==> src/shared/acs_consts.svh <==
// Register offsets, field positions, reset values and timing counts of the converter control
`ifndef ACS_CONSTS_SVH
`define ACS_CONSTS_SVH

// ****************************************************************************
// Register offsets (byte addresses)
// ****************************************************************************
`define ACS_ADDR_CS 6'h00
`define ACS_ADDR_START 6'h04
`define ACS_ADDR_TRIG 6'h08
`define ACS_ADDR_MSTOP 6'h0c
`define ACS_ADDR_DATA 6'h10
`define ACS_ADDR_DATA_END 6'h30

// ****************************************************************************
// Field positions
// ****************************************************************************
`define ACS_CS_FLAG_BIT 15
`define ACS_START_BIT 13
`define ACS_MSTOP_BIT 0
`define ACS_RESULT_LSB 6
`define ACS_CS_WMASK 16'h4bff

// ****************************************************************************
// Reset values
// ****************************************************************************
`define ACS_CS_RESET 16'h0000
`define ACS_START_RESET 1'b0
`define ACS_TRIG_RESET 16'h0000
`define ACS_MSTOP_RESET 1'b1

// ****************************************************************************
// Timing counts and trigger codes
// ****************************************************************************
`define ACS_STATES_LONG 6'd50
`define ACS_STATES_SHORT 6'd40
`define ACS_DIV_LAST_P4 3'd3
`define ACS_DIV_LAST_P2 3'd1
`define ACS_DIV_LAST_P1 3'd0
`define ACS_DIV_LAST_P8 3'd7
`define ACS_TRIG_EXT 4'h1
`define ACS_TRIG_TIMER 4'h2
`define ACS_TRIG_TIMER2 4'h6
`define ACS_TRIG_END 4'ha

`endif

==> src/shared/acs_pkg.sv <==
// Types shared by the converter control files
package acs_pkg;

  typedef enum logic [1:0] {
    ACS_MODE_ONE_SCAN = 2'b00,
    ACS_MODE_SINGLE = 2'b01,
    ACS_MODE_CONT_SCAN = 2'b10,
    ACS_MODE_TWO_CH = 2'b11
  } acs_mode_e;

  typedef enum logic [2:0] {ACS_IDLE, ACS_CONV, ACS_STORE, ACS_FLAG, ACS_CLR} acs_state_e;

  typedef struct packed {
    logic conv_end_flag;
    logic end_irq_enable;
    logic [1:0] rsv_hi;
    logic hw_trigger_enable;
    logic rsv_mid;
    logic end_flag_control;
    logic state_count_select;
    logic [1:0] conv_clock_select;
    acs_mode_e conv_mode_select;
    logic continuous_scan_bit;
    logic [2:0] input_select;
  } acs_cs_s;

  typedef struct packed {
    logic [3:0] mod1_group1_trigger_sel;
    logic [3:0] mod0_group1_trigger_sel;
    logic [3:0] mod1_trigger_sel;
    logic [3:0] mod0_trigger_sel;
  } acs_trig_s;

  typedef struct packed {
    logic [2:0] addr;
    logic [9:0] data;
  } acs_result_s;

endpackage : acs_pkg
==> src/logic/acs_ctrl.sv <==
// Converter module control: registers, sequencer, triggers and end flag
`timescale 1ns/1ps
`include "acs_consts.svh"

module acs_ctrl (
  // Clock and reset
  input wire logic core_clk_i,
  input wire logic arst_n_i,
  // Avalon-MM slave
  input wire logic [5:0] avs_address_i,
  input wire logic avs_read_i,
  input wire logic avs_write_i,
  input wire logic [31:0] avs_writedata_i,
  input wire logic [3:0] avs_byteenable_i,
  input wire logic xfer_access_i,
  output logic [31:0] avs_readdata_o,
  output logic avs_waitrequest_o,
  // Converter front end
  input wire logic [9:0] conv_sample_i,
  output logic [2:0] conv_channel_o,
  output logic conv_active_o,
  output logic conv_clk_en_o,
  // Start triggers
  input wire logic ext_trigger_i,
  input wire logic [3:0] timer_trigger_i,
  input wire logic [3:0] second_timer_trigger_i,
  // Interrupt
  output logic conv_end_irq_o
);

  // **************************************************************************
  // Declarations
  // **************************************************************************
  acs_pkg::acs_cs_s cs;
  acs_pkg::acs_cs_s next_cs;
  acs_pkg::acs_trig_s trig;
  acs_pkg::acs_state_e st;
  acs_pkg::acs_result_s res_wr;
  logic start;
  logic mstop;
  logic run_en;
  logic pend;
  logic ack;
  logic armed;
  logic next_flag;
  logic set_flag;
  logic sw_clr;
  logic dma_clr;
  logic wr_cs;
  logic wr_start;
  logic wr_trig;
  logic wr_mstop;
  logic rd_cs;
  logic data_hit;
  logic [5:0] data_off;
  logic [2:0] data_ch;
  logic [9:0] mem_rd;
  logic [31:0] rd_mux;
  logic [7:0] valid;
  logic [2:0] div_cnt;
  logic [2:0] div_last;
  logic tick;
  logic [5:0] steps;
  logic [5:0] state_last;
  logic single;
  logic pass_end;
  logic pass_odd;
  logic flag_event;
  logic clear_start;
  logic res_wr_en;
  logic ext_q;
  logic ext_d;
  logic ext_rise;
  logic hw_go;
  logic [9:0] conv_len;

  function automatic logic [15:0] merge16(input logic [15:0] old_v, input logic [31:0] wd,
                                          input logic [3:0] be);
    merge16 = old_v;
    if (be[0]) begin
      merge16[7:0] = wd[7:0];
    end
    if (be[1]) begin
      merge16[15:8] = wd[15:8];
    end
  endfunction : merge16

  function automatic logic trig_pick(input logic [3:0] sel, input logic ext,
                                     input logic [3:0] t1, input logic [3:0] t2);
    logic [3:0] idx;
    trig_pick = 1'b0;
    idx = 4'h0;
    if (sel == `ACS_TRIG_EXT) begin
      trig_pick = ext;
    end else if (sel >= `ACS_TRIG_TIMER && sel < `ACS_TRIG_TIMER2) begin
      idx = sel - `ACS_TRIG_TIMER;
      trig_pick = t1[idx[1:0]];
    end else if (sel >= `ACS_TRIG_TIMER2 && sel < `ACS_TRIG_END) begin
      idx = sel - `ACS_TRIG_TIMER2;
      trig_pick = t2[idx[1:0]];
    end
  endfunction : trig_pick

  // **************************************************************************
  // Avalon-MM handshake and decode
  // **************************************************************************
  assign data_off = avs_address_i - `ACS_ADDR_DATA;
  assign data_ch = data_off[4:2];
  assign data_hit = (avs_address_i >= `ACS_ADDR_DATA) && (avs_address_i < `ACS_ADDR_DATA_END)
                    && (avs_address_i[1:0] == 2'b00);
  assign wr_cs = avs_write_i && ack && (avs_address_i == `ACS_ADDR_CS);
  assign wr_start = avs_write_i && ack && (avs_address_i == `ACS_ADDR_START)
                    && avs_byteenable_i[1];
  assign wr_trig = avs_write_i && ack && (avs_address_i == `ACS_ADDR_TRIG);
  assign wr_mstop = avs_write_i && ack && (avs_address_i == `ACS_ADDR_MSTOP)
                    && avs_byteenable_i[0];
  assign rd_cs = avs_read_i && ack && (avs_address_i == `ACS_ADDR_CS);

  always_ff @(posedge core_clk_i or negedge arst_n_i) begin
    if (!arst_n_i) begin
      pend <= 1'b0;
      ack <= 1'b0;
      avs_waitrequest_o <= 1'b1;
    end else if (ack) begin
      pend <= 1'b0;
      ack <= 1'b0;
      avs_waitrequest_o <= 1'b1;
    end else if (pend) begin
      ack <= 1'b1;
      avs_waitrequest_o <= 1'b0;
    end else if (avs_read_i || avs_write_i) begin
      pend <= 1'b1;
    end
  end

  always_comb begin
    rd_mux = 32'h0000_0000;
    if (avs_address_i == `ACS_ADDR_CS) begin
      rd_mux[15:0] = cs;
    end else if (avs_address_i == `ACS_ADDR_START) begin
      rd_mux[`ACS_START_BIT] = start;
    end else if (avs_address_i == `ACS_ADDR_TRIG) begin
      rd_mux[15:0] = trig;
    end else if (avs_address_i == `ACS_ADDR_MSTOP) begin
      rd_mux[`ACS_MSTOP_BIT] = mstop;
    end else if (data_hit && valid[data_ch]) begin
      rd_mux[15:`ACS_RESULT_LSB] = mem_rd;
    end
  end

  always_ff @(posedge core_clk_i or negedge arst_n_i) begin
    if (!arst_n_i) begin
      avs_readdata_o <= 32'h0000_0000;
    end else if (pend && !ack && avs_read_i) begin
      avs_readdata_o <= rd_mux;
    end
  end

  // **************************************************************************
  // Control registers
  // **************************************************************************
  always_comb begin
    next_cs = cs;
    if (wr_cs) begin
      next_cs = acs_pkg::acs_cs_s'(merge16(cs, avs_writedata_i, avs_byteenable_i)
                                   & `ACS_CS_WMASK);
    end
    next_cs.conv_end_flag = next_flag;
  end

  always_ff @(posedge core_clk_i or negedge arst_n_i) begin
    if (!arst_n_i) begin
      cs <= acs_pkg::acs_cs_s'(`ACS_CS_RESET);
    end else begin
      cs <= next_cs;
    end
  end

  always_ff @(posedge core_clk_i or negedge arst_n_i) begin
    if (!arst_n_i) begin
      trig <= acs_pkg::acs_trig_s'(`ACS_TRIG_RESET);
    end else if (wr_trig) begin
      trig <= acs_pkg::acs_trig_s'(merge16(trig, avs_writedata_i, avs_byteenable_i));
    end
  end

  always_ff @(posedge core_clk_i or negedge arst_n_i) begin
    if (!arst_n_i) begin
      mstop <= `ACS_MSTOP_RESET;
      conv_clk_en_o <= ~`ACS_MSTOP_RESET;
    end else if (wr_mstop) begin
      mstop <= avs_writedata_i[`ACS_MSTOP_BIT];
      conv_clk_en_o <= ~avs_writedata_i[`ACS_MSTOP_BIT];
    end
  end

  assign run_en = !mstop;

  // **************************************************************************
  // End flag and interrupt
  // **************************************************************************
  assign single = (cs.conv_mode_select == acs_pkg::ACS_MODE_SINGLE);
  assign pass_end = (conv_channel_o == cs.input_select);
  assign flag_event = single || (pass_end && ((cs.conv_mode_select != acs_pkg::ACS_MODE_TWO_CH)
                      || cs.end_flag_control || pass_odd));
  assign set_flag = run_en && start && (st == acs_pkg::ACS_FLAG) && flag_event;
  assign sw_clr = wr_cs && avs_byteenable_i[1] && !avs_writedata_i[`ACS_CS_FLAG_BIT] && armed;
  assign dma_clr = avs_read_i && ack && data_hit && xfer_access_i;
  assign next_flag = set_flag || (cs.conv_end_flag && !(sw_clr || dma_clr));

  always_ff @(posedge core_clk_i or negedge arst_n_i) begin
    if (!arst_n_i) begin
      armed <= 1'b0;
    end else if (wr_cs) begin
      armed <= 1'b0;
    end else if (rd_cs && avs_readdata_o[`ACS_CS_FLAG_BIT]) begin
      armed <= 1'b1;
    end
  end

  always_ff @(posedge core_clk_i or negedge arst_n_i) begin
    if (!arst_n_i) begin
      conv_end_irq_o <= 1'b0;
    end else begin
      conv_end_irq_o <= next_flag && next_cs.end_irq_enable;
    end
  end

  // **************************************************************************
  // Start bit and triggers
  // **************************************************************************
  acs_sync u_ext_sync (
    .core_clk_i(core_clk_i),
    .arst_n_i(arst_n_i),
    .d_i(ext_trigger_i),
    .q_o(ext_q)
  );

  always_ff @(posedge core_clk_i or negedge arst_n_i) begin
    if (!arst_n_i) begin
      ext_d <= 1'b0;
    end else begin
      ext_d <= ext_q;
    end
  end

  assign ext_rise = ext_q && !ext_d;
  assign hw_go = run_en && cs.hw_trigger_enable
                 && (trig_pick(trig.mod0_trigger_sel, ext_rise, timer_trigger_i,
                               second_timer_trigger_i)
                     || ((cs.conv_mode_select == acs_pkg::ACS_MODE_TWO_CH)
                         && trig_pick(trig.mod0_group1_trigger_sel, ext_rise, timer_trigger_i,
                                      second_timer_trigger_i)));
  assign clear_start = run_en && start && (st == acs_pkg::ACS_CLR)
                       && (single || (pass_end && !cs.continuous_scan_bit));

  always_ff @(posedge core_clk_i or negedge arst_n_i) begin
    if (!arst_n_i) begin
      start <= `ACS_START_RESET;
    end else if (wr_start) begin
      start <= avs_writedata_i[`ACS_START_BIT];
    end else if (hw_go) begin
      start <= 1'b1;
    end else if (clear_start) begin
      start <= 1'b0;
    end
  end

  // **************************************************************************
  // Conversion clock and sequencer
  // **************************************************************************
  always_comb begin
    unique case (cs.conv_clock_select)
      2'b00: div_last = `ACS_DIV_LAST_P4;
      2'b01: div_last = `ACS_DIV_LAST_P2;
      2'b10: div_last = `ACS_DIV_LAST_P1;
      2'b11: div_last = `ACS_DIV_LAST_P8;
    endcase
  end

  assign state_last = cs.state_count_select ? (`ACS_STATES_SHORT - 6'd1)
                                            : (`ACS_STATES_LONG - 6'd1);
  assign tick = run_en && (st == acs_pkg::ACS_CONV) && (div_cnt == div_last);

  always_ff @(posedge core_clk_i or negedge arst_n_i) begin
    if (!arst_n_i) begin
      div_cnt <= 3'h0;
    end else if (run_en) begin
      if ((st != acs_pkg::ACS_CONV) || (div_cnt == div_last)) begin
        div_cnt <= 3'h0;
      end else begin
        div_cnt <= div_cnt + 3'h1;
      end
    end
  end

  always_ff @(posedge core_clk_i or negedge arst_n_i) begin
    if (!arst_n_i) begin
      st <= acs_pkg::ACS_IDLE;
      conv_channel_o <= 3'h0;
      steps <= 6'h00;
      pass_odd <= 1'b0;
    end else if (run_en) begin
      if (!start && (st != acs_pkg::ACS_IDLE)) begin
        st <= acs_pkg::ACS_IDLE;
      end else begin
        unique case (st)
          acs_pkg::ACS_IDLE: begin
            if (start) begin
              st <= acs_pkg::ACS_CONV;
              conv_channel_o <= single ? cs.input_select : 3'h0;
              steps <= 6'h00;
              pass_odd <= 1'b0;
            end
          end
          acs_pkg::ACS_CONV: begin
            if (tick) begin
              if (steps == state_last) begin
                st <= acs_pkg::ACS_STORE;
              end else begin
                steps <= steps + 6'd1;
              end
            end
          end
          acs_pkg::ACS_STORE: begin
            st <= acs_pkg::ACS_FLAG;
          end
          acs_pkg::ACS_FLAG: begin
            st <= acs_pkg::ACS_CLR;
          end
          acs_pkg::ACS_CLR: begin
            steps <= 6'h00;
            if (single || (pass_end && !cs.continuous_scan_bit)) begin
              st <= acs_pkg::ACS_IDLE;
            end else begin
              st <= acs_pkg::ACS_CONV;
              conv_channel_o <= pass_end ? 3'h0 : conv_channel_o + 3'h1;
              if (pass_end) begin
                pass_odd <= !pass_odd;
              end
            end
          end
          default: begin
            st <= acs_pkg::ACS_IDLE;
          end
        endcase
      end
    end
  end

  always_ff @(posedge core_clk_i or negedge arst_n_i) begin
    if (!arst_n_i) begin
      conv_active_o <= 1'b0;
    end else begin
      conv_active_o <= run_en && (st == acs_pkg::ACS_CONV);
    end
  end

  // **************************************************************************
  // Result store
  // **************************************************************************
  assign res_wr_en = run_en && start && (st == acs_pkg::ACS_STORE);
  assign res_wr.addr = conv_channel_o;
  assign res_wr.data = conv_sample_i;

  acs_result_mem u_result_mem (
    .core_clk_i(core_clk_i),
    .wr_en_i(res_wr_en),
    .wr_i(res_wr),
    .rd_addr_i(data_ch),
    .rd_data_o(mem_rd)
  );

  always_ff @(posedge core_clk_i or negedge arst_n_i) begin
    if (!arst_n_i) begin
      valid <= 8'h00;
    end else if (res_wr_en) begin
      valid[conv_channel_o] <= 1'b1;
    end
  end

  // **************************************************************************
  // Assertions
  // **************************************************************************
  always_ff @(posedge core_clk_i or negedge arst_n_i) begin
    if (!arst_n_i) begin
      conv_len <= 10'h000;
    end else if (st != acs_pkg::ACS_CONV) begin
      conv_len <= 10'h000;
    end else if (run_en) begin
      conv_len <= conv_len + 10'h001;
    end
  end
endmodule : acs_ctrl

==> src/logic/acs_result_mem.sv <==
// Per-channel result store with registered read data
`timescale 1ns/1ps
module acs_result_mem (
  // Clock
  input wire logic core_clk_i,
  // Write port
  input wire logic wr_en_i,
  input wire acs_pkg::acs_result_s wr_i,
  // Read port
  input wire logic [2:0] rd_addr_i,
  output logic [9:0] rd_data_o
);
  logic [9:0] mem [0:7];

  always_ff @(posedge core_clk_i) begin
    if (wr_en_i) begin
      mem[wr_i.addr] <= wr_i.data;
    end
    rd_data_o <= mem[rd_addr_i];
  end
endmodule : acs_result_mem

==> src/logic/acs_sync.sv <==
// Three-stage input synchroniser with agreement filter
`timescale 1ns/1ps
module acs_sync (
  // Clock and reset
  input wire logic core_clk_i,
  input wire logic arst_n_i,
  // Data
  input wire logic d_i,
  output logic q_o
);
  logic s1;
  logic s2;
  logic s3;

  always_ff @(posedge core_clk_i or negedge arst_n_i) begin
    if (!arst_n_i) begin
      s1 <= 1'b0;
      s2 <= 1'b0;
      s3 <= 1'b0;
      q_o <= 1'b0;
    end else begin
      s1 <= d_i;
      s2 <= s1;
      s3 <= s2;
      if (s2 == s3) begin
        q_o <= s3;
      end
    end
  end
endmodule : acs_sync

==> config.mk <==
export PLATFORM = sky130hd
export DESIGN_NAME = acs_ctrl
export DESIGN_NICKNAME = d
export VERILOG_FILES = /design/src/shared/acs_pkg.sv /design/src/logic/acs_ctrl.sv /design/src/logic/acs_result_mem.sv /design/src/logic/acs_sync.sv
export VERILOG_INCLUDE_DIRS = /design/src /design/src/shared
export SDC_FILE = /design/constraint.sdc
export NUM_CORES = 1
export LEC_CHECK = 0
export BUFFER_PORTS_ARGS = -buffer_cell sky130_fd_sc_hd__buf_2
export CELL_PAD_IN_SITES_DETAIL_PLACEMENT = 1
export CELL_PAD_IN_SITES_GLOBAL_PLACEMENT = 1
export CORE_UTILIZATION = 50
export CTS_BUF_LIST = sky130_fd_sc_hd__clkbuf_4
export DETAILED_ROUTE_END_ITERATION = 10
export PLACE_DENSITY = 0.88
export SYNTH_ARGS = -nofsm -noshare
export SYNTH_HDL_FRONTEND = slang
export SYNTH_HIERARCHICAL = 1
export SYNTH_SLANG_ARGS = --single-unit
==> constraint.sdc <==
create_clock -name core_clk_i -period 4.06 [get_ports core_clk_i]
set_clock_uncertainty 0.05 [all_clocks]
set_input_delay 0.203 -clock core_clk_i [delete_from_list [all_inputs] [get_ports core_clk_i]]
set_output_delay 0.203 -clock core_clk_i [all_outputs]
set_load 0.02 [all_outputs]
======== After elaboration in Yosys (flattened, before gate mapping) ========
Memories as Yosys holds them, arrays and structs flattened. A register that Yosys moved wholly into a read port is not among the register bits.
Index checks and enable logic that the tools add are counted.
cells by class
  $add $sub $neg .......................... 8
  multipliers ............................. 0
  div/mod/pow operators ................... 0
  magnitude comparators ................... 17
  equality and inequality tests ........... 28
  shifts and indexed selects .............. 0
  muxes and demuxes ....................... 67
  bitwise logic cells ..................... 4
  reductions and logical operators ........ 77
operators by type and width
  cell                  number
  $logic_and A1 B1 Y1   42
  $mux W1               33
  $mux W10              3
  $mux W3               9
  $mux W6               3
  $pmux W6 S3           1
  $mux W16              1
  $mux W15              1
  $pmux W3 S5           1
  $mux W13              1
  $eq A6 B4 Y1 const B  2
  $lt A2 B3 Y1 const B  4
  $ne A2 B2 Y1 const B  6
  $pmux W3 S4           1
  $reduce_and A6 Y1     2
  $mux W5               2
  $logic_or A1 B1 Y1    9
  $reduce_bool A3 Y1    3
  $bmux W1 S2           4
  $eq A4 B1 Y1 const B  2
  $ge A4 B2 Y1 const B  2
  $ge A4 B3 Y1 const B  2
  $logic_not A1 Y1      8
  $lt A3 B4 Y1 const B  2
  37 further kinds      57
storage, ports and cells
  flip-flop bits (word level) ............. 83
  bits in latches ......................... 0
  RAM bits ................................ 80
  ROM bits ................................ 0
  word-level logic and storage cells ...... 236
  memories ................................ 1
memories
  memory            depth  bits a word  rd ports  clocked after memory_dff  write ports  RTL line              RTL
  u_result_mem.mem  8      10           1         1                         1            acs_result_mem.sv:13  logic [9:0] mem [0:7];

======== Longest topological paths before layout ========
Gate-level depths: netlist of run 1.
  word-level depth ........................ 11
  depth in mapped cells ................... 9

======== By module ========
The synthesis of run 1 kept the hierarchy.
modules (own cells, without submodules)
  module          instances  cells an instance  area each (µm²)
  acs_ctrl        1          383                4,095.2
  acs_result_mem  1          138                3,333.2
  acs_sync        1          5                  111.4

======== Worst setup path before layout of run 1 ========
Ideal clock, no wire load.
  kind .................................... reg-to-reg
  from .................................... reg st[2]
  to ...................................... mem u_result_mem.mem[4][0] (enable)
  setup time .............................. 0.390 ns
  data arrival time ....................... 1.969 ns
  required time ........................... 3.620 ns
  slack ................................... 1.652 ns
  stages on the path, launching flop included .. 7
  path buffers ............................ 0
  period minus slack after synthesis ...... 2.408 ns
  path through ............................ dfrtp_1 nand2b_1 nor2_1 nand2_1 nor2_1 nand2_1 nor3_1
between the ends
  longest elaborated chain between the ends .. 4
ends and longest elaborated chain
  item                           RTL line              RTL
  from (decl)                    acs_ctrl.sv:37        acs_pkg::acs_state_e st;
  from (signal assigned)         acs_ctrl.sv:299       st <= acs_pkg::ACS_IDLE;
  from (signal assigned)         acs_ctrl.sv:305       st <= acs_pkg::ACS_IDLE;
  from (signal assigned)         acs_ctrl.sv:310       st <= acs_pkg::ACS_CONV;
  $eq A3 B2 Y1                   acs_ctrl.sv:362       assign res_wr_en = run_en && start && (st == acs_pkg::ACS_STORE);
  $logic_and A1 B1 Y1            acs_ctrl.sv:362
  net res_wr_en                  acs_ctrl.sv:70        logic res_wr_en;
  $mux W1                        acs_result_mem.sv:16  if (wr_en_i) begin
  $mux W1 (implied by the code)  acs_result_mem.sv:17  mem[wr_i.addr] <= wr_i.data;
  to (decl)                      acs_result_mem.sv:13
The timed path passes the listed nets, and every way through them passes these cells.

======== Worst setup path in the final report of run 1 ========
  from .................................... reg cs[6] (netlist bit)
  to ...................................... reg steps[3]
between the ends
  longest elaborated chain between the ends .. 6
  elaborated cells between the ends (all ways) .. 9
  classes of those cells .................. 5 x eq/ne; 1 x mux; 3 x reduce/logical
ends and longest elaborated chain
  item                                  RTL line         RTL
  from (decl)                           acs_ctrl.sv:34   acs_pkg::acs_cs_s cs;
  from (signal assigned)                acs_ctrl.sv:173  cs <= acs_pkg::acs_cs_s'(`ACS_CS_RESET);
  from (signal assigned)                acs_ctrl.sv:175  cs <= next_cs;
  $eq A2 B2 Y1 (tied with other cells)  acs_ctrl.sv:273  unique case (cs.conv_clock_select)
  $pmux W3 S4 *                         acs_ctrl.sv:273
  $eq A3 B3 Y1 *                        acs_ctrl.sv:283  assign tick = run_en && (st == acs_pkg::ACS_CONV) && (div_cnt == div_last);
  $logic_and A1 B1 Y1 *                 acs_ctrl.sv:283
  $ne A2 B2 Y1 (no line) *              --
  $reduce_and A6 Y1 (no line) *         --
  to (signal assigned)                  acs_ctrl.sv:321  steps <= steps + 6'd1;
  to (decl)                             acs_ctrl.sv:63   logic [5:0] steps;
Every way passes the cells marked *; elsewhere a longest branch is shown, timed or not.
A chain may end at the register's enable or synchronous reset.

==> results of run 1 <==
sequential cells by signal (all words and copies together) (netlist names), 6 cells and up:
register	count
u_result_mem/mem	80
avs_readdata_o	16
trig	16
cs	13
u_result_mem/rd_data_o	10
valid	8
steps	6
layout make-up:
type                       instances  area share (%)
clock buffer                      17           1.467
clock inverter                    15           2.661
inverter                          11          0.4748
multi-input combinational        314           30.25
sequential                       173           53.83
tap                              184           2.647
timing repair buffer             113           8.661
per-layer routing:
metal	global-route usage [%]	vias up	routed length [um]
li1	-	2196	-
met1	29.58	2527	7161
met2	46.43	146	9976
met3	5.026	49	761
met4	13.22	0	753
met5	0	-	0
metrics by stage:
| step | cells | area (um2) | setup slack, ns | utilization, % | total power (W) |
|---|---|---|---|---|---|
| after floorplan | 541 | 7596 | 1.652 | - | 0.002445 |
| after global placement | 764 | 8028 | 1.439 | 54.82 | 0.002592 |
| after detailed placement | 764 | 8028 | 1.356 | 54.82 | 0.002640 |
| after CTS | 827 | 8697 | 1.532 | 59.39 | 0.003801 |
| after global routing | 827 | 8697 | 1.420 | 59.39 | 0.003945 |
| final | 827 | 8697 | 1.560 | 59.39 | 0.003797 |
critical path: stages (launching register included):
cell and delay, ns:
dfrtp_1 0.41, inv_1 0.07, ha_1 0.30, xor2_1 0.18
or3_4 0.35, o31a_1 0.39, or4_1 0.50, a21oi_1 0.17
report_power, final:
group / switching [W] / internal (W)
clock network: 0.000733 / 0.000418
registers: 0.000149 / 0.00193
logic: 0.000341 / 0.000230
total: 0.00122 / 0.00257
worst min-delay path by stage:
stage / slack [ns] / endpoint / cells past startpoint / startpoint
2_1_floorplan: -0.14 / ack$_DFF_PN0_ / 0 / arst_n_i
3_3_place_gp: 0.26 / u_ext_sync/s1$_DFF_PN0_ / 1 / ext_trigger_i
3_5_place_dp: 0.26 / u_ext_sync/s1$_DFF_PN0_ / 1 / ext_trigger_i
4_1_cts: 0.01 / conv_clk_en_o$_DFFE_PN0P_ / 4 / avs_byteenable_i[0]
5_1_grt: 0.05 / conv_clk_en_o$_DFFE_PN0P_ / 4 / avs_byteenable_i[0]
6_report: 0.04 / conv_clk_en_o$_DFFE_PN0P_ / 4 / avs_byteenable_i[0]
cell families after synthesis:
logic type / after synthesis / share of synthesized area (%)
adder cells (fa/ha/maj): 7 / 1.145
other: 1 / 0.04974
AO/OA/AOI/OAI: 91 / 8.696
XOR/XNOR: 6 / 0.6970
AND/OR/NAND/NOR: 125 / 8.961
buffers and inverters: 54 / 3.750
flip-flops: 173 / 62.10
multiplexers: 69 / 14.60
synthesized netlist by cell type (2+ instances only):
master | n | area, um2
inv_1 | 11 | 41.29
nand4b_1 | 2 | 17.52
mux2_2 | 38 | 427.9
ha_1 | 6 | 75.07
nor2_1 | 33 | 123.9
nor4_2 | 2 | 25.02
xor2_1 | 5 | 43.79
nand3b_1 | 3 | 22.52
a31oi_1 | 5 | 31.28
dfxtp_1 | 10 | 200.2
dfrtp_1 | 81 | 2027
nand3_1 | 7 | 35.03
a21oi_1 | 11 | 55.05
and3_1 | 2 | 12.51
buf_4 | 16 | 120.1
dfstp_2 | 2 | 52.55
mux4_2 | 3 | 67.56
o31ai_1 | 7 | 52.55
buf_6 | 2 | 22.52
a2bb2oi_1 | 3 | 26.28
o211ai_1 | 2 | 15.01
a221o_1 | 9 | 90.09
a211oi_1 | 2 | 15.01
or4_1 | 3 | 22.52
nand2b_1 | 12 | 75.07
nor2b_1 | 3 | 18.77
clkbuf_1 | 20 | 75.07
nand2_1 | 32 | 120.1
nor4bb_1 | 2 | 20.02
nor3_1 | 10 | 50.05
mux2i_1 | 8 | 80.08
o21ai_0 | 18 | 90.09
a41o_1 | 4 | 40.04
edfxtp_1 | 80 | 2402
a22oi_1 | 12 | 90.09
nor3b_1 | 3 | 22.52
buf_2 | 4 | 20.02
mux4_1 | 20 | 525.5
a21o_1 | 3 | 22.52
a31o_2 | 4 | 35.03
repair_timing:
action | in CTS | in global routing
setup buffers | 0 | 0
endpoints found under the setup margin | 0 | 0
hold buffers | 31 | 0
hold endpoints to repair | 197 | 0
==> metrics.md, run 1 <==
| Metric | Value |
|---|---|
| Outcome | `complete, but fails checks` |
| Failing checks | `design-rule violations` |
| Post-CTS Resized | `0` |
| Layout net count | `702` |
| Boundary Pins | `105` |
| First-pass GRT wire length | `30.15 mm` |
| RR Endpoint | `steps[3]$_DFFE_PN0P_` |
| Filler cell count | `1418` |
| Vias in the first global route | `5507` |
| CP Data Arrival Time | `2.96 ns` |
| Largest net degree at the start of global routing | `84` |
| Commonest non-fill, non-tap cell in the layout | `dfrtp_1` |
| Multi-input gate area | `2631 um2` |
| R2R setup slack | `1.56 ns` |
| Total Routing Usage GR | `25.96%` |
| Via count | `4918` |
| Critical Path End Type | `flip-flop` |
| Crit Path Max Fanout | `8` |
| Synth Register Bits | `173` |
| Critical Path End | `steps[3]$_DFFE_PN0P_` |
| Final WL | `18.65 mm` |
| Crit path launch | `cs[6]$_DFFE_PN0P_` |
| Clock Sinks | `173` |
| Slew headroom | `29.60%` |
| Initial antenna violation count | `0` |
| Startpoint types | `flip-flop` |
| Avg Vias per Cell | `5.947` |
| Commonest cells after routing, fill and taps aside | `dfrtp_1, edfxtp_1, buf_2, mux2_2, nor2_1` |
| Fraction of layout cells with a size suffix above 1 | `26.28%` |
| Register area | `4682 um2` |
| Pre-Repair DR Iteration Count | `7` |
| Max VDD drop | `0.3618 mV` |
| Die X | `124.8 um` |
| Core area | `14640 um2` |
| Unrepaired setup endpoints after global routing | `no` |
| Die height | `124.8 um` |
| DP HPWL | `12.15 mm` |
| PwrDens | `436.6 nW/um2` |
| Worst hold margin | `0.03905 ns` |
| Req. time, crit path | `4.52 ns` |
| Initial Util | `51.49%` |
| Final hold vios | `0` |
| WS Path Type | `flip-flop to flip-flop` |
| Syn_area_per_cell | `14.33 um2` |
| Max clock buf depth | `2` |
| CTS H-tree lvls | `4` |
| Port Buf Inserts | `70` |
| DR WL/cell | `22.55 um` |
| Library cells used by synthesis | `66` |
| CTS tree | `done` |
| Overflow after GRT | `0` |
| Worst-path clk slew | `0.17 ns` |
| DRC | `14` |
| CTS Buf Count | `17` |
| Setup violators final | `0` |
| Syn-to-layout area delta | `15.35%` |
| Setup TNS | `0 ns` |
| Min Tclk post-route | `2.500 ns` |
| Leak Pwr | `3.666 nW` |
| Ys flop type | `dfrtp_1` |
| Syn Inst Count | `526` |
| Final worst-path cycle share | `61.58%` |
| Final ANT Viol Nets | `0` |
| Syn Std Cell Area | `7540 um2` |
| FMAX | `0.4000 GHz` |
| MaxCap Viol Count | `0` |
| Root buffer cell | `clkbuf_4` |
| Initial DRC count | `273` |
| Yosys warnings | `6` |
| Final Max Slew Viols | `0` |
| Post-synth EDFFs | `80` |
| GP Congestion | `0.8976` |
| RR Startpoint | `cs[6]$_DFFE_PN0P_` |
| Die footprint | `15580 um2` |
| Sequential share of the synthesized area | `62.10%` |
| Skew-Pair Late Insertion Delay | `0.60 ns` |
| # rows | `44` |
| Reg2Reg Depth | `7` |
| Worst-margin pin slew | `1.056 ns` |
| Worst hold path type | `primary input to flip-flop` |
| Antenna cells | `0` |
| Asr flop ratio synth | `47.98%` |
Power figures use the tool's default switching activity.
==> inputs of run 2 (changes only) <==
CORE_UTILIZATION = 49   (was 50)
PLACE_DENSITY = 0.87   (was 0.88)
clock period = 2.4 ns   (was 4.06 ns; I/O delays follow)
==> metrics.md, run 2 (synthesis results as in run 1) <==
| Metric | Value |
|---|---|
| Largest delay share family, worst path | `simple AND/OR/NAND/NOR gates (unchanged)` |
| Top Registers | `u_result_mem/mem x80, avs_readdata_o x16, trig x16 (unchanged)` |
| Initial Util | `51.10% (was 51.49%)` |
| Boundary Pins | `105 (unchanged)` |
| Slowest-stage cell, CP | `or4_4 (was or4_1)` |
| WP buf/inv | `1 (unchanged)` |
| Max clock buf depth | `2 (unchanged)` |
| Power, Total | `0.006245 W (was 0.003797 W)` |
| WS Path Type | `flip-flop to flip-flop (unchanged)` |
| Skew-Pair Late Insertion Delay | `0.56 ns (was 0.60 ns)` |
| Die X | `126.0 um (was 124.8 um)` |
| Min Tclk post-route | `2.360 ns (was 2.500 ns)` |
| Req. time, crit path | `2.84 ns (was 4.52 ns)` |
| Worst-path cell chain | `inv_1 -> ha_4 -> xor2_1 -> or3_4 -> o31a_1 -> or4_4 -> a21oi_2 (was inv_1 -> ha_1 -> xor2_1 -> or3_4 -> o31a_1 -> or4_1 -> a21oi_1)` |
| Worst hold path type | `primary input to flip-flop (unchanged)` |
| Core area | `14750 um2 (was 14640 um2)` |
| Final Max Slew Viols | `0 (unchanged)` |
| PwrDens | `702.4 nW/um2 (was 436.6 nW/um2)` |
| Reg with most FFs | `u_result_mem/mem (unchanged)` |
| Initial DRC count | `277 (was 273)` |
| Pre-Repair DR Iteration Count | `4 (was 7)` |
| Final instance count without filler cells | `852 (was 827)` |
| Via count | `4971 (was 4918)` |
| First-pass GRT wire length | `29.24 mm (was 30.15 mm)` |
| Final ANT Viol Nets | `0 (unchanged)` |
| Initial antenna violation count | `0 (unchanged)` |
| Leak Pwr | `3.767 nW (was 3.666 nW)` |
| Slew headroom | `30.58% (was 29.60%)` |
| Worst-margin pin slew | `1.033 ns (was 1.056 ns)` |
| Placement Setup Slack | `0.03478 ns (was 1.356 ns)` |
| Final setup margin | `0.03959 ns (was 1.560 ns)` |
| Post-Place Cells | `780 (was 764)` |
| Critical Path End Type | `flip-flop (unchanged)` |
| Largest net degree at the start of global routing | `48 (was 84)` |
| Final hold vios | `0 (unchanged)` |
| CTS tree | `done (unchanged)` |
| Antenna cells | `0 (unchanged)` |
| DR WL/cell | `21.68 um (was 22.55 um)` |
| Avg Vias per Cell | `5.835 (was 5.947)` |
| Root buffer cell | `clkbuf_4 (unchanged)` |
| Vias in the first global route | `5511 (was 5507)` |
| Total Routing Usage GR | `24.65% (was 25.96%)` |
| Clock Sinks | `173 (unchanged)` |
| Layout net count | `727 (was 702)` |
| Crit Path Max Fanout | `5 (was 8)` |
| Syn-to-layout area delta | `17.92% (was 15.35%)` |
| Max VDD drop | `0.4657 mV (was 0.3618 mV)` |
| Startpoint types | `flip-flop (unchanged)` |
| Max reg flops | `80 (unchanged)` |
| DP HPWL | `12.97 mm (was 12.15 mm)` |
| Final worst-path cycle share | `98.35% (was 61.58%)` |
| DRC | `0 (was 14)` |
| CTS H-tree lvls | `4 (unchanged)` |
| Overflow after GRT | `0 (unchanged)` |
| Layout Utilization | `60.26% (was 59.39%)` |
| FMAX | `0.4237 GHz (was 0.4000 GHz)` |
| Commonest non-fill, non-tap cell in the layout | `dfrtp_1 (unchanged)` |
| GP Congestion | `0.8301 (was 0.8976)` |
| MaxCap Viol Count | `0 (unchanged)` |
| Fraction of layout cells with a size suffix above 1 | `29.34% (was 26.28%)` |
| Crit path largest cell delay | `0.44 ns (was 0.50 ns)` |
| Die footprint | `15890 um2 (was 15580 um2)` |
| Setup violators final | `0 (unchanged)` |
| Final WL | `18.47 mm (was 18.65 mm)` |
| CP Data Arrival Time | `2.80 ns (was 2.96 ns)` |
| Worst-path clk slew | `0.15 ns (was 0.17 ns)` |
| Die height | `126.0 um (was 124.8 um)` |
| Commonest cells after routing, fill and taps aside | `dfrtp_1, edfxtp_1, buf_2, mux2_2, dlygate4sd3_1 (was dfrtp_1, edfxtp_1, buf_2, mux2_2, nor2_1)` |
| # rows | `44 (unchanged)` |
| Outcome | `completed (was complete, but fails checks)` |
| Port Buf Inserts | `70 (unchanged)` |
| CTS Buf Count | `17 (unchanged)` |
run 2: changes by cell type in the layout (fill, tap and decap cells not counted), sizes merged:
cell and delta:
buf +20, dlygate4sd3 +5, clkinvlp +1, clkinv -2, bufinv -1, inv +2
run 2: cell type report:
type                    instances  area, um2
clock inverters                15      155.1
flip-flops and latches        173       4682
well taps                     184      230.2
multi-input cells             314       2676
repair buffers                138      978.4
inverters                      11      41.29
fillers                      1455       5863
clock buffers                  17      127.6
run 2: report_power, final:
group | switching, W | total, W | internal (W)
sequential | 0.000147 | 0.00341 | 0.00326
clock | 0.00111 | 0.00167 | 0.000557
combinational | 0.000695 | 0.00117 | 0.000474
run 2: routing by layer:
layer | track usage [%] | share of wire [%] | vias to the layer above
li1 | - | - | 2245
met1 | 28.15 | 39 | 2550
met2 | 44.59 | 54 | 142
met3 | 5.650 | 4.0 | 34
met4 | 9.922 | 2.7 | 0
met5 | 0 | 0 | -
run 2: worst min-delay path: stages:
cell	delay [ns]
buf_2	0.13
or3b_1	0.30
o31ai_1	0.13
run 2: timing repair:
action                     in CTS  in global routing
pin swaps                       5                  3
setup buffers                   1                  2
hold endpoints to repair      199                  0
gates resized for setup         1                  6
hold buffers                   37                  0
gates cloned                    0                  0
setup endpoints to repair       2                 35
run 2: worst paths after layout:
check | from | end | slack [ns] | depth (start not counted)
max | cs[6]$_DFFE_PN0P_ | steps[4]$_DFFE_PN0P_ | 0.04 | 7
min | avs_address_i[1] | avs_readdata_o[0]$_DFFE_PN0P_ | 0.10 | 3
max reg2reg | cs[6]$_DFFE_PN0P_ | steps[4]$_DFFE_PN0P_ | 0.04 | 7
min reg2reg | u_ext_sync/s1$_DFF_PN0_ | u_ext_sync/s2$_DFF_PN0_ | 0.32 | 0
max in group asynchronous | arst_n_i | avs_waitrequest_o$_DFFE_PN1P_ | 1.45 | 4
min in group asynchronous | arst_n_i | ext_d$_DFF_PN0_ | 0.54 | 4
run 2: through the flow:
stage          setup TNS (ns)  hold WS (ns)  instance area (um2)
6_report                    0        0.1030                 8891
5_1_grt              -0.03104       0.06027                 8891
4_1_cts                     0       0.01250                 8845
3_5_place_dp                0       0.07654                 8170
3_3_place_gp                0       0.06304                 8170
2_1_floorplan               0       -0.2256                 7606
